[src/ptg_map.svh]
/*
 * Register indices, field positions, reset values and timing counts
 * of the transmit timing and gain block.
 * Assumes a 250 MHz core clock; each register index is one bus word.
 */
// Behaviour
// - Every transmitted sample is multiplied by the global gain and cut to 16 bits.
// - Global gain 0xFF passes the amplitude unchanged and 0x00 zeroes it.
// - Each preamble sample is multiplied by the preamble gain and cut to 16 bits.
// - Preamble gain 0xFF passes the chirp unchanged and 0x00 zeroes it.
// - Each sample outside the preamble is scaled by the body gain and cut to 16 bits.
// - Body gain 0xFF passes the body unchanged and 0x00 zeroes it.
// - A writable 20-bit send time in 10 us units names when the next frame leaves.
// - The send time sits in the top 20 bits of a 32-bit view, low 12 bits read zero.
// - Once the arm bit is cleared, sending starts only when the counter equals the send time.
// - A received preamble copies the time counter into the read-only timestamp.
// - The timestamp sits in the top 20 bits of a 32-bit view, low 12 bits read zero.
// - The time counter steps every 10 us from 0 to 1048575 and wraps to 0.
// - The time counter is read-only and shown in the top 20 bits of a 32-bit view.
// - The arm bit reads one while sending is pending and zero once it has begun.
`ifndef PTG_MAP_SVH
`define PTG_MAP_SVH
`define PTG_IDX_GLOBAL 16'hFE24
`define PTG_IDX_SCHED 16'hFE26
`define PTG_IDX_STATUS 16'hFE2A
`define PTG_IDX_STAMP 16'hFE2D
`define PTG_IDX_TIMER 16'hFE47
`define PTG_IDX_PRE 16'hFE9B
`define PTG_IDX_BODY 16'hFE9C
`define PTG_GAIN_RST 8'hFF
`define PTG_GAIN_UNITY 8'hFF
`define PTG_ARM_BIT 2
`define PTG_TICK_NS 10000
`define PTG_CLK_NS 4
`define PTG_TICK_CYC (`PTG_TICK_NS / `PTG_CLK_NS)
`endif

[src/ptg_pkg.sv]
/*
 * Types shared by the transmit timing and gain block.
 * Assumes the constants header is compiled alongside.
 */
package ptg_pkg;
	typedef enum logic [2:0]
	{
		PTG_IDLE = 3'b001,
		PTG_WAIT = 3'b010,
		PTG_SEND = 3'b100
	} ptg_state_e;
	typedef logic [19:0] ptg_time_t;
	typedef logic [7:0] ptg_gain_t;
endpackage

[src/ptg_timing_gain.sv]
/*
 * Time base, scheduled send, receive timestamp and transmit sample
 * scaling, with an Avalon-MM slave that exposes one byte per word.
 * Assumes inputs synchronous to clock_i and a well-behaved bus master.
 */
`timescale 1ns/1ns
`include "ptg_map.svh"
// Full scale is a true bypass; the plain product would lose one part
// in 256 and could never give back a positive input exactly.
module ptg_scale_stage
	import ptg_pkg::*;
#(
	parameter int WIDTH = 16
)
(
	input wire logic [WIDTH-1:0] x_i,
	input wire logic [7:0] gain_i,
	output logic [WIDTH-1:0] y_o
);
	logic signed [WIDTH+8:0] prod;

	always_comb
	begin
		prod = $signed(x_i) * $signed({1'b0, gain_i});
		if (gain_i == `PTG_GAIN_UNITY)
			y_o = x_i;
		else
			y_o = prod[WIDTH+7:8];
	end
endmodule

module ptg_timing_gain
	import ptg_pkg::*;
#(
	parameter int TICK_CYCLES = `PTG_TICK_CYC,
	parameter int DEPTH = 2
)
(
	input wire logic clock_i,
	input wire logic rst_b_i,
	input wire logic [17:0] avs_address_i,
	input wire logic avs_read_i,
	input wire logic avs_write_i,
	input wire logic [3:0] avs_byteenable_i,
	input wire logic [31:0] avs_writedata_i,
	output logic [31:0] avs_readdata_o,
	output logic avs_waitrequest_o,
	input wire logic rx_preamble_i,
	input wire logic s_valid_i,
	output logic s_ready_o,
	input wire logic [15:0] s_data_i,
	input wire logic s_chirp_i,
	input wire logic s_last_i,
	output logic m_valid_o,
	input wire logic m_ready_i,
	output logic [15:0] m_data_o,
	output logic m_last_o,
	output logic tx_start_o,
	output logic tx_busy_o
);
	ptg_state_e state;
	ptg_time_t time_cnt;
	ptg_time_t sched;
	ptg_time_t stamp;
	logic [7:0] stage_hi;
	logic [7:0] stage_mid;
	logic [11:0] tick_cnt;
	ptg_gain_t global_gain;
	ptg_gain_t pre_gain;
	ptg_gain_t body_gain;
	ptg_gain_t lat_global;
	ptg_gain_t lat_pre;
	ptg_gain_t lat_body;
	logic sent;
	logic ack;
	logic [15:0] idx;
	logic wr_do;
	logic [7:0] wbyte;
	logic [7:0] rbyte;
	logic start;
	logic in_fire;
	logic out_fire;
	logic [15:0] scaled;
	ptg_gain_t sect_gain;
	logic [15:0] sect_scaled;
	logic tick_done;
	logic arm_wr;
	logic [16:0] mem [DEPTH];
	logic [$clog2(DEPTH)-1:0] wr_ptr;
	logic [$clog2(DEPTH)-1:0] rd_ptr;
	logic [$clog2(DEPTH):0] count;

	function automatic logic [7:0] view(input ptg_time_t v,
		input logic [1:0] sel);
		logic [31:0] w;
		w = {v, 12'h000};
		case (sel)
			2'h0: view = w[31:24];
			2'h1: view = w[23:16];
			2'h2: view = w[15:8];
			default: view = w[7:0];
		endcase
	endfunction

	assign idx = avs_address_i[17:2];
	assign wbyte = avs_writedata_i[7:0];
	assign wr_do = avs_write_i & ack & avs_byteenable_i[0];
	assign arm_wr = wr_do && (idx == `PTG_IDX_STATUS);
	assign avs_waitrequest_o = (avs_read_i | avs_write_i) & ~ack;

	// Bus answer: one wait cycle, then the access completes.
	always_ff @(posedge clock_i)
	begin
		if (!rst_b_i)
			ack <= 1'b0;
		else
			ack <= (avs_read_i | avs_write_i) & ~ack;
	end

	always_comb
	begin
		rbyte = 8'h00;
		case (idx)
			`PTG_IDX_GLOBAL: rbyte = global_gain;
			`PTG_IDX_PRE: rbyte = pre_gain;
			`PTG_IDX_BODY: rbyte = body_gain;
			`PTG_IDX_STATUS: rbyte = {5'h00, ~sent, 2'h0};
			// Time views are spelled out byte by byte, most significant first.
			`PTG_IDX_SCHED: rbyte = view(sched, 2'h0);
			`PTG_IDX_SCHED + 16'h1: rbyte = view(sched, 2'h1);
			`PTG_IDX_SCHED + 16'h2: rbyte = view(sched, 2'h2);
			`PTG_IDX_SCHED + 16'h3: rbyte = view(sched, 2'h3);
			`PTG_IDX_STAMP: rbyte = view(stamp, 2'h0);
			`PTG_IDX_STAMP + 16'h1: rbyte = view(stamp, 2'h1);
			`PTG_IDX_STAMP + 16'h2: rbyte = view(stamp, 2'h2);
			`PTG_IDX_STAMP + 16'h3: rbyte = view(stamp, 2'h3);
			`PTG_IDX_TIMER: rbyte = view(time_cnt, 2'h0);
			`PTG_IDX_TIMER + 16'h1: rbyte = view(time_cnt, 2'h1);
			`PTG_IDX_TIMER + 16'h2: rbyte = view(time_cnt, 2'h2);
			`PTG_IDX_TIMER + 16'h3: rbyte = view(time_cnt, 2'h3);
			default: rbyte = 8'h00;
		endcase
	end

	always_ff @(posedge clock_i)
	begin
		if (!rst_b_i)
			avs_readdata_o <= 32'h00000000;
		else if (avs_read_i && !ack)
			avs_readdata_o <= {24'h000000, rbyte};
	end

	// Gain registers.
	always_ff @(posedge clock_i)
	begin
		if (!rst_b_i)
			global_gain <= `PTG_GAIN_RST;
		else if (wr_do && idx == `PTG_IDX_GLOBAL)
			global_gain <= wbyte;
	end

	always_ff @(posedge clock_i)
	begin
		if (!rst_b_i)
			pre_gain <= `PTG_GAIN_RST;
		else if (wr_do && idx == `PTG_IDX_PRE)
			pre_gain <= wbyte;
	end

	always_ff @(posedge clock_i)
	begin
		if (!rst_b_i)
			body_gain <= `PTG_GAIN_RST;
		else if (wr_do && idx == `PTG_IDX_BODY)
			body_gain <= wbyte;
	end

	// The upper bytes wait in a stage and the compare value only changes
	// on the third byte, so a half-written time never triggers a send.
	always_ff @(posedge clock_i)
	begin
		if (!rst_b_i)
			stage_hi <= 8'h00;
		else if (wr_do && idx == `PTG_IDX_SCHED)
			stage_hi <= wbyte;
	end

	always_ff @(posedge clock_i)
	begin
		if (!rst_b_i)
			stage_mid <= 8'h00;
		else if (wr_do && idx == `PTG_IDX_SCHED + 16'h1)
			stage_mid <= wbyte;
	end

	always_ff @(posedge clock_i)
	begin
		if (!rst_b_i)
			sched <= 20'h00000;
		else if (wr_do && idx == `PTG_IDX_SCHED + 16'h2)
			sched <= {stage_hi, stage_mid, wbyte[7:4]};
	end

	// Time base; the wrap past the top count comes free from the add.
	assign tick_done = (tick_cnt == 12'(TICK_CYCLES - 1));

	always_ff @(posedge clock_i)
	begin
		if (!rst_b_i)
			tick_cnt <= 12'h000;
		else if (tick_done)
			tick_cnt <= 12'h000;
		else
			tick_cnt <= tick_cnt + 12'h001;
	end

	always_ff @(posedge clock_i)
	begin
		if (!rst_b_i)
			time_cnt <= 20'h00000;
		else if (tick_done)
			time_cnt <= time_cnt + 20'h00001;
	end

	always_ff @(posedge clock_i)
	begin
		if (!rst_b_i)
			stamp <= 20'h00000;
		else if (rx_preamble_i)
			stamp <= time_cnt;
	end

	// Send scheduling.
	assign start = (state == PTG_WAIT) && (time_cnt == sched);

	always_ff @(posedge clock_i)
	begin
		if (!rst_b_i)
			state <= PTG_IDLE;
		else
		begin
			case (state)
				PTG_IDLE:
				begin
					if (arm_wr && !wbyte[`PTG_ARM_BIT])
						state <= PTG_WAIT;
				end
				PTG_WAIT:
				begin
					if (start)
						state <= PTG_SEND;
					else if (arm_wr && wbyte[`PTG_ARM_BIT])
						state <= PTG_IDLE;
				end
				PTG_SEND:
				begin
					if (in_fire && s_last_i)
						state <= PTG_IDLE;
				end
				default:
				begin
					state <= PTG_IDLE;
				end
			endcase
		end
	end

	// Start wins over a simultaneous write, so a begun send is never hidden.
	always_ff @(posedge clock_i)
	begin
		if (!rst_b_i)
			sent <= 1'b0;
		else if (start)
			sent <= 1'b1;
		else if (arm_wr && state == PTG_IDLE && !wbyte[`PTG_ARM_BIT])
			sent <= 1'b0;
	end

	always_ff @(posedge clock_i)
	begin
		if (!rst_b_i)
			lat_global <= `PTG_GAIN_RST;
		else if (start)
			lat_global <= global_gain;
	end

	always_ff @(posedge clock_i)
	begin
		if (!rst_b_i)
			lat_pre <= `PTG_GAIN_RST;
		else if (start)
			lat_pre <= pre_gain;
	end

	always_ff @(posedge clock_i)
	begin
		if (!rst_b_i)
			lat_body <= `PTG_GAIN_RST;
		else if (start)
			lat_body <= body_gain;
	end

	always_ff @(posedge clock_i)
	begin
		if (!rst_b_i)
			tx_start_o <= 1'b0;
		else
			tx_start_o <= start;
	end

	assign tx_busy_o = (state == PTG_SEND);

	// Section gain first, then global; both stages are combinational, so
	// a sample enters the buffer in the cycle in which it is taken.
	assign sect_gain = s_chirp_i ? lat_pre : lat_body;

	ptg_scale_stage #(.WIDTH(16)) i_sect_scale
	(
		.x_i(s_data_i),
		.gain_i(sect_gain),
		.y_o(sect_scaled)
	);

	ptg_scale_stage #(.WIDTH(16)) i_global_scale
	(
		.x_i(sect_scaled),
		.gain_i(lat_global),
		.y_o(scaled)
	);

	assign s_ready_o = (state == PTG_SEND) && (count != DEPTH);
	assign in_fire = s_valid_i & s_ready_o;
	assign m_valid_o = (count != 0);
	assign out_fire = m_valid_o & m_ready_i;
	assign m_data_o = mem[rd_ptr][15:0];
	assign m_last_o = mem[rd_ptr][16];

	// Two entries let the sink stall for a cycle without losing a word.
	always_ff @(posedge clock_i)
	begin
		if (!rst_b_i)
		begin
			for (int i = 0; i < DEPTH; i++)
				mem[i] <= 17'h00000;
		end
		else if (in_fire)
			mem[wr_ptr] <= {s_last_i, scaled};
	end

	always_ff @(posedge clock_i)
	begin
		if (!rst_b_i)
			wr_ptr <= '0;
		else if (in_fire)
			wr_ptr <= wr_ptr + 1'b1;
	end

	always_ff @(posedge clock_i)
	begin
		if (!rst_b_i)
			rd_ptr <= '0;
		else if (out_fire)
			rd_ptr <= rd_ptr + 1'b1;
	end

	always_ff @(posedge clock_i)
	begin
		if (!rst_b_i)
			count <= '0;
		else if (in_fire && !out_fire)
			count <= count + 1'b1;
		else if (out_fire && !in_fire)
			count <= count - 1'b1;
	end
endmodule

[config.mk]
export PLATFORM = sky130hd
export DESIGN_NAME = ptg_timing_gain
export DESIGN_NICKNAME = d
export VERILOG_FILES = /design/src/ptg_pkg.sv /design/src/ptg_timing_gain.sv
export VERILOG_INCLUDE_DIRS = /design/src /design/src/src
export SDC_FILE = /design/constraint.sdc
export NUM_CORES = 1
export LEC_CHECK = 0
export BUFFER_PORTS_ARGS = -buffer_cell sky130_fd_sc_hd__buf_4
export CORE_ASPECT_RATIO = 1.1
export CORE_MARGIN = 3
export CORE_UTILIZATION = 39
export DETAILED_ROUTE_END_ITERATION = 10
export PLACE_DENSITY = 0.53
export SETUP_SLACK_MARGIN = 0.3
export SLEW_MARGIN = 0
export SYNTH_ARGS = -nofsm -noshare
export SYNTH_HDL_FRONTEND = slang
export SYNTH_SLANG_ARGS = --single-unit
[constraint.sdc]
create_clock -name clock_i -period 12.7 [get_ports clock_i]
set_clock_uncertainty 0.1 [all_clocks]
set_input_delay 1.27 -clock clock_i [delete_from_list [all_inputs] [get_ports clock_i]]
set_output_delay 1.27 -clock clock_i [all_outputs]
set_load 0.01 [all_outputs]
After elaboration in Yosys (flattened, before gate mapping)
Memory sizes are Yosys's and may differ from the RTL's. A register that Yosys moved wholly into a read port is not among the register bits.
Cells that the tools add are included.
- $add $sub $neg: 6
- multipliers: 2
- eq/ne operators: 24
- muxes and demuxes: 22
- bitwise operators: 9
- reduce and logical (&&, ||, !) cells: 27
- operators with widths (kind ; number):
    $eq 16x16->1 const B ; 13
    $pmux 8 s13 ; 1
    $mul 16x9->24 ; 2
    $mux 16 ; 2
    $add 20x1->20 const B ; 1
    $eq 20x20->1 ; 1
    $logic_and 1x1->1 ; 17
    $mux 17 ; 1
    $reduce_or 17->1 ; 1
    $eq 8x8->1 const B ; 2
    $add 12x1->12 const B ; 1
    $eq 12x12->1 const B ; 1
    $mux 3 ; 4
    $mux 1 ; 10
    $pmux 3 s3 ; 1
    $mux 8 ; 1
    $reduce_bool 2->1 ; 3
    $and 1x1->1 ; 5
    $logic_not 1->1 ; 4
    $mux 2 ; 2
    $ne 2x2->1 const B ; 2
    $eq 3x1->1 const B ; 1
    $eq 3x2->1 const B ; 1
    $eq 3x3->1 const B ; 1
    9 further kinds ; 12
- bits in registers: 154
- bits in writable memories: 34
- bits of input ports: 79
- logic and storage cells: 111
- memories: 1
- memory list (name ; depth ; width ; read ports ; clocked after Yosys merged registers in ; wr ports ; RTL line ; text):
    mem ; 2 ; 17 ; 1 ; 1 ; 2 ; ptg_timing_gain.sv:88 ; logic [16:0] mem [DEPTH];

Longest topological paths before layout
Gate-level depths: netlist of run 1.
- depth in word-level cells: 8
- gate-level depth with buffers: 41

Cells and area by module
Synthesis of run 1 repeated with hierarchy kept, for this count alone.
- cells, all modules: 2087
- area, all modules: 18127.4 um^2
- by module, submodules not included (module ; times used ; cells an instance ; area an instance (um^2) ; sequential area each (um^2)):
    ptg_timing_gain ; 1 ; 926 ; 8748.4 ; 4124.0
    ptg_scale_stage at i_sect_scale ; 1 ; 590 ; 4714.5 ; 0.0
    ptg_scale_stage at i_global_scale ; 1 ; 571 ; 4664.5 ; 0.0

Worst setup path after synthesis of run 1
OpenSTA, ideal clock, no wires.
- kind: input port to flip-flop
- start point: in s_chirp_i
- end point: mem mem[0][15] (data pin)
- library setup time: 0.266 ns
- arrival time: 10.224 ns
- required time: 12.334 ns
- setup slack: 2.110 ns
- stages: 38
- buffers on the path: 2
- cells stage by stage: buf_6 > mux2_2 > clkbuf_1 > nand2_1 > fa_1 > inv_1 > fa_1 > fa_1 > inv_1 > fa_1 > inv_1 > ha_1 > a21oi_2 > o211ai_2 > a2111oi_4 > a21oi_2 > a41o_1 > o41ai_4 > [... 2 more ...] > nand2_1 > fa_1 > inv_1 > fa_1 > fa_1 > inv_1 > fa_1 > inv_1 > ha_1 > o21ai_0 > a21oi_1 > a221o_1 > a21o_1 > nor2_1 > o211ai_1 > xnor2_1 > mux2i_1 > nor2_1
- RTL lines (element ; RTL line ; text):
    start: declaration ; ptg_timing_gain.sv:52 ; input wire logic s_chirp_i,
    end: declaration ; ptg_timing_gain.sv:88 ;

==> results.cfg, run 1 <==
[floorplan]
start_util = 0.398
core_mm2 = 0.0436
dieArea_mm2 = 0.0471
die_w_um = 207
die_y_um = 227
row_count = 80
num_io_pins = 133

[route]
num_vias = 12973
antenna_left = 0
drtIter0Drc = 722
wl_per_cell_um = 16.8
drc = 0
wirelength_um = 43300
dr_wl_met3_um = 1560
wl_met1_um = 19400
wl_met2_um = 21300
dr.pass1.iters = 9
top_layer_used = met4
viasPerCell = 5.03

[timing]
max_freq_ghz = 0.0906
fin_tns_setup_ps = 0
period_share = 0.869
hold_violations = 0
worst_slew_pin_slew_ps = 1140
relSlewSlack = 0.231
drv_slew = 0
setup_viol = 0
rsz0062_at_grt = false
period_minus_slack_ps = 11040

[global_route]
antenna_found_initial = 0
grt.total_usage = 0.188
first_global_vias = 13526
gr-total-overflow = 0
grt_pass1_wl_um = 71400
grt_start_max_net_pins = 58

[cts]
cts_buffer_depth = 2
clkTransAtPathRegs_ps = 80
cts_made_buffers = 17
cts_setup_buffers = 0
clk_latency_ps = 460
cts_root_buf = clkbuf_16
cts.sinks = 189
holdBufCountCts = 0
htree_levels = 4
cts_tree = done
cts_resized = 0

[worst_setup_path]
critical_path.top_delay_family = adder cells
arrival_ps = 11110
start_kind = input port
crit_slowest_cell = fa_1
critPathMostFrequentCell = fa_1
crit_buf_inv = 6
required_ps = 12770
cpPeakStageDelay_ps = 570
critical_path.max_fanout = 16
end_kind = flop
crit_type = in -> reg

[synthesis]
netlist.area_leader.share = 0.227
netlist_instances = 1973
synth_ff_type = dfxtp_1
synth_largest_area_cell = fa_1
yosys_warnings = 0
synth.avg_cell_area_um2 = 8.80
synth-edff-count = 34
synth_seq_cells = 189
seq_area_frac_synth = 0.237
async_flop_share = 0
synth_common_cells = inv_1, nand2_1, fa_1
ys_types = 76
synthTopCellsByArea = fa_1, dfxtp_1, ha_1
netlist_area_mm2 = 0.0174

[final_layout]
diodes = 0
area_growth_pct = 9.15
n_fill_cell = 4383
nets = 2361
final_core_util = 0.434
drive_gt1_frac = 0.0867

[min_path]
hold_path.class = reg -> reg

[flow_run]
maxCapViolations = 0

[placed_design]
hpwl_um = 33300
gp_congestion = 0.890
portBuffers = 79

[outcome]
status = complete, no violations
[cell families after synthesis]
group,share of synthesized area
AOI/OAI and AO/OA,0.0794
and+or+nand+nor,0.196
DFF,0.237
buffers and inverters,0.0918
other,0.000216
xor gates and xnor gates,0.0449
muxes,0.0578
adders and majority gates,0.293
[final cells by class]
class,instances,area (um^2),share of cell area
clock buffer,18,439,0.0232
clock inverter,14,188,0.00990
inverter,285,1070,0.0564
multi-input combinational,1410,11700,0.619
sequential,189,4120,0.218
tap,574,718,0.0379
timing repair buffer,91,683,0.0360
[flip-flops by register name, summed over array words and instances (netlist names), 12 cells and up, named ones only]
register / count
sched: 20
time_cnt: 20
tick_cnt: 12
mem: 34
stamp: 20
[per-stage QoR]
stage	area [um^2]	worst slack, ps	hold slack [ps]	instances
3_5_place_dp	18300	1170	344	2549
6_report	19000	1660	351	2581
3_3_place_gp	18300	1250	338	2549
4_1_cts	19000	1630	356	2581
5_1_grt	19000	1110	380	2581
2_1_floorplan	17500	2110	326	1996
[final timing paths]
path | startpoint | end | slack [ps] | cells past startpoint
max | s_chirp_i | mem[1][15] | 1660 | 38
min | stage_hi[4] | sched[16] | 350 | 2
max reg2reg | lat_pre[4] | mem[1][15] | 2410 | 37
min reg2reg | stage_hi[4] | sched[16] | 350 | 2
[tightest hold or removal path: cells and delay by family (launching register included)]
kind | cells | cell delay [ps]
compound gates | 1 | 50
flops | 1 | 320
simple gates | 1 | 50
[per-layer routing]
metal	vias to the layer above	global-route usage
li1	6292	-
met4	0	0.0554
met3	68	0.0254
met1	6351	0.239
met2	262	0.338
met5	-	0
[placed cells by master, fill, tap and decap left out, types with 5 or more instances in the layout]
cell       count
xnor2_1       47
a21oi_1       64
fa_1         197
buf_4         91
xor2_1        42
o21ai_0       22
mux2_2        24
nor2b_1       36
a22oi_1        5
or3_1          7
a211oi_1      10
dfxtp_1      155
ha_1          91
clkbuf_16     17
mux2i_1       71
o21ai_1        9
inv_8          6
a222oi_1       8
nand4_1       14
edfxtp_1      34
nand2b_1      10
inv_1        284
nor3_1        10
a221oi_1      10
conb_1        24
and2_1       101
and3_1        14
nand2_1      285
nor2_1       146
nand3_1       59
a22o_1         7
a21o_1         9
a31oi_1       12
Power of run 1 is left out: the tool's default activity adds up to more than one toggle a clock period on the data nets, which glitch-free logic cannot reach.
==> run 2: changes to the inputs <==
Settings changed: PLACE_DENSITY 0.53 to default.
==> run 2 against run 1 <==
Compared with the run above: clock-buffer cell count fell by 1; die area unchanged; register-to-register slack gained 20 ps; critical path type unchanged; largest cell class unchanged.
==> results.cfg, run 2 (synthesis gave the netlist of run 1 again) <==
[floorplan]
core_mm2 = 0.0436
die_y_um = 227
row_count = 80
dieArea_mm2 = 0.0471
num_io_pins = 133
die_w_um = 207
start_util = 0.398

[worst_setup_path]
end_kind = flop
arrival_ps = 11090
critical_path.max_fanout = 16
cpPeakStageDelay_ps = 600
start_kind = input port
critPathMostFrequentCell = fa_1
crit_type = in -> reg
crit_slowest_cell = fa_1
reg2regPathDepth = 36
r2r_slack_ps = 2430
required_ps = 12780

[final_layout]
diodes = 0
final_core_util = 0.434
final_cell_mix = nand2_1, inv_1, fa_1, dfxtp_1, nor2_1
layout_commonest_cell = nand2_1
drive_gt1_frac = 0.0867
final_area_mm2 = 0.0189
top_register = mem
nets = 2361
largest_reg_flops = 34
area_growth_pct = 9.02

[route]
wl_per_cell_um = 16.5
dr.pass1.iters = 5
drtIter0Drc = 711
antenna_left = 0
viasPerCell = 5.06
drc = 0
wirelength_um = 42600
num_vias = 13058

[placed_design]
place_area_mm2 = 0.0183
hpwl_um = 33000
portBuffers = 79
gp_congestion = 0.918

[timing]
worst_slew_pin_slew_ps = 1150
hold_slack_ps = 347
hold_violations = 0
period_share = 0.867
max_freq_ghz = 0.0908
rsz0062_at_grt = false
drv_slew = 0
setup_viol = 0
fin_tns_setup_ps = 0
relSlewSlack = 0.228
period_minus_slack_ps = 11020

[cts]
cts_root_buf = clkbuf_16
clk_latency_ps = 460
cts_made_buffers = 17
holdBufCountCts = 0
cts_setup_buffers = 0
htree_levels = 4
cts_tree = done
cts.sinks = 189
cts_resized = 0
cts_buffer_depth = 2
clkTransAtPathRegs_ps = 80

[min_path]
holdPathStages = 2
hold_path.class = reg -> reg

[global_route]
grt.total_usage = 0.186
grt_start_max_net_pins = 57
antenna_found_initial = 0
grt_pass1_wl_um = 71300
gr-total-overflow = 0
first_global_vias = 13629

[flow_run]
maxCapViolations = 0

[outcome]
status = complete, no violations
-- run 2: cell types whose count changed in the layout (fill, tap and decap cells not counted), moves of 2 or more --
cell	change
inv_6	+3
inv_12	+4
clkinv_8	-2
inv_8	-3
-- run 2: layout make-up --
class / count / area, um^2
Inverter: 285 / 1070
Multi-Input combinational cell: 1410 / 11700
Fill cell: 4368 / 24700
Tap cell: 574 / 718
Sequential cell: 189 / 4120
Timing Repair Buffer: 91 / 683
Clock buffer: 17 / 425
Clock inverter: 15 / 180
-- run 2: path summary, 6_finish.rpt --
path,startpoint,endpoint
worst max-delay path,s_chirp_i,mem[1][15]
worst min-delay path,stage_hi[0],sched[12]
worst max register to register,lat_pre[3],mem[1][15]
worst min register to register,stage_hi[0],sched[12]
-- run 2: stage by stage --
stage          cells  setup WS, ps
2_1_floorplan   1996          2110
4_1_cts         2581          1600
3_5_place_dp    2549          1120
6_report        2581          1680
3_3_place_gp    2549          1230
5_1_grt         2581          1010
-- run 2: worst max-delay path, delay by kind of cell --
family,cells,cell delay [ps]
adders and majority gates,10,4840
buffers and inverters,6,420
and+or+nand+nor,8,1290
AOI/OAI and AO/OA,9,2270
muxes,2,700
xor gates and xnor gates,2,250
-- run 2: per-layer routing --
metal	share of wire	track usage	routed length, um	vias up
met1	0.45	0.239	19200	6436
li1	-	-	-	6295
met5	0	0	0	-
met2	0.49	0.327	20800	259
met3	0.038	0.0298	1610	68
met4	0.026	0.0552	1090	0
Power of run 2 is left out for the same reason.
==> run 3: changes to the inputs <==
Settings changed: CORE_UTILIZATION 39 to 55, PLACE_DENSITY from default to 0.74.
==> run 3 against run 2 <==
Compared with the run above: die area decreased by 28%; utilization increased by 18 points; wire length decreased by 3.6%; critical path type unchanged; highest routed layer unchanged.
==> results.cfg, run 3 (synthesis gave the netlist of run 1 again) <==
[worst_setup_path]
startpoint = s_chirp_i
arrival_ps = 11210
r2r_end = mem[1][10]
critPathMostFrequentCell = fa_1
crit_type = in -> reg
start_kind = input port
reg2reg_from = lat_pre[0]
end_kind = flop
cp-endpoint = mem[1][10]
cpPeakStageDelay_ps = 620
required_ps = 12750
critical_path.max_fanout = 16
r2r_slack_ps = 2300
crit_slowest_cell = a21oi_1
reg2regPathDepth = 35

[global_route]
grt_pass1_wl_um = 69200
grt.total_usage = 0.253
gr-total-overflow = 0
antenna_found_initial = 0
first_global_vias = 14106
grt_start_max_net_pins = 96

[timing]
relSlewSlack = 0.173
period_share = 0.879
drv_slew = 0
worst_slew_pin_slew_ps = 1230
fin_tns_setup_ps = 0
worst_slack_ps = 1540
max_freq_ghz = 0.0896
hold_slack_ps = 355
rsz0062_at_grt = false
period_minus_slack_ps = 11160
hold_violations = 0
setup_viol = 0

[cts]
cts_setup_buffers = 0
cts_tree = done
cts_root_buf = clkbuf_16
clkTransAtPathRegs_ps = 80
holdBufCountCts = 0
clk_latency_ps = 440
cts_made_buffers = 17
htree_levels = 4
cts_buffer_depth = 2
cts.sinks = 189
cts_resized = 0

[final_layout]
largest_reg_flops = 34
nets = 2356
layoutNonFillerInstCount = 2416
area_growth_pct = 7.90
diodes = 0
drive_gt1_frac = 0.0844
multiInputGateArea_mm2 = 0.0117
regArea_mm2 = 0.00412
layout_commonest_cell = nand2_1
final_cell_mix = nand2_1, inv_1, fa_1, dfxtp_1, nor2_1
top_register = mem
n_fill_cell = 2665

[flow_run]
maxCapViolations = 0

[floorplan]
start_util = 0.565
core_mm2 = 0.0308
dieArea_mm2 = 0.0338
die_y_um = 192
die_w_um = 175
row_count = 67
num_io_pins = 133

[route]
drc = 0
drtIter0Drc = 787
dr.pass1.iters = 5
antenna_left = 0
wl_per_cell_um = 17.0
wirelength_um = 41100
viasPerCell = 5.52
num_vias = 13329

[min_path]
hold_path.class = reg -> reg

[outcome]
status = complete, no violations

[placed_design]
pre_cts_slack_ps = 1170
dp.cells = 2384
portBuffers = 79
gp_congestion = 0.965
hpwl_um = 31600
run 3: changes by cell type in the layout (fill, tap and decap cells not counted), sizes merged:
cell    change
bufinv      +1
inv         -1
buf         -5
run 3: layer usage:
layer / vias up / track usage / wire [um]
met5: - / 0 / 0
met1: 6570 / 0.312 / 17100
met4: 0 / 0.0792 / 1160
met3: 86 / 0.0287 / 1920
met2: 396 / 0.465 / 20900
li1: 6277 / - / -
run 3: final cells by class:
cell class | count | area share
inverter | 285 | 0.0571
clock buffer | 17 | 0.0227
clock inverter | 15 | 0.0119
sequential | 189 | 0.220
timing repair buffer | 86 | 0.0344
tap | 414 | 0.0276
multi-input combinational | 1410 | 0.626
run 3: worst max-delay path, delay by kind of cell:
family          cells  cell delay, ps
compound gates     10            2850
mux                 1             540
fa+ha+maj          10            4620
buf+inv             6             460
simple gates        7            1310
xor+xnor            1             130
run 3: how the worst min path moves through the flow:
stage | slack (ps) | cells after the start | to | from
global route | 380 | 2 | sched[14] | stage_hi[2]
global placement | 340 | 2 | sched[12] | stage_hi[0]
CTS | 360 | 2 | sched[14] | stage_hi[2]
finish | 350 | 2 | sched[14] | stage_hi[2]
detailed placement | 340 | 2 | sched[14] | stage_hi[2]
floorplan | 330 | 1 | tick_cnt[0] | tick_cnt[0]
run 3: per-stage QoR:
step	area, um^2	util
floorplan	17500	-
CTS	18700	0.609
detailed placement	18100	0.588
global placement	18100	0.588
finish	18700	0.609
global route	18700	0.609
Power of run 3 is left out for the same reason.
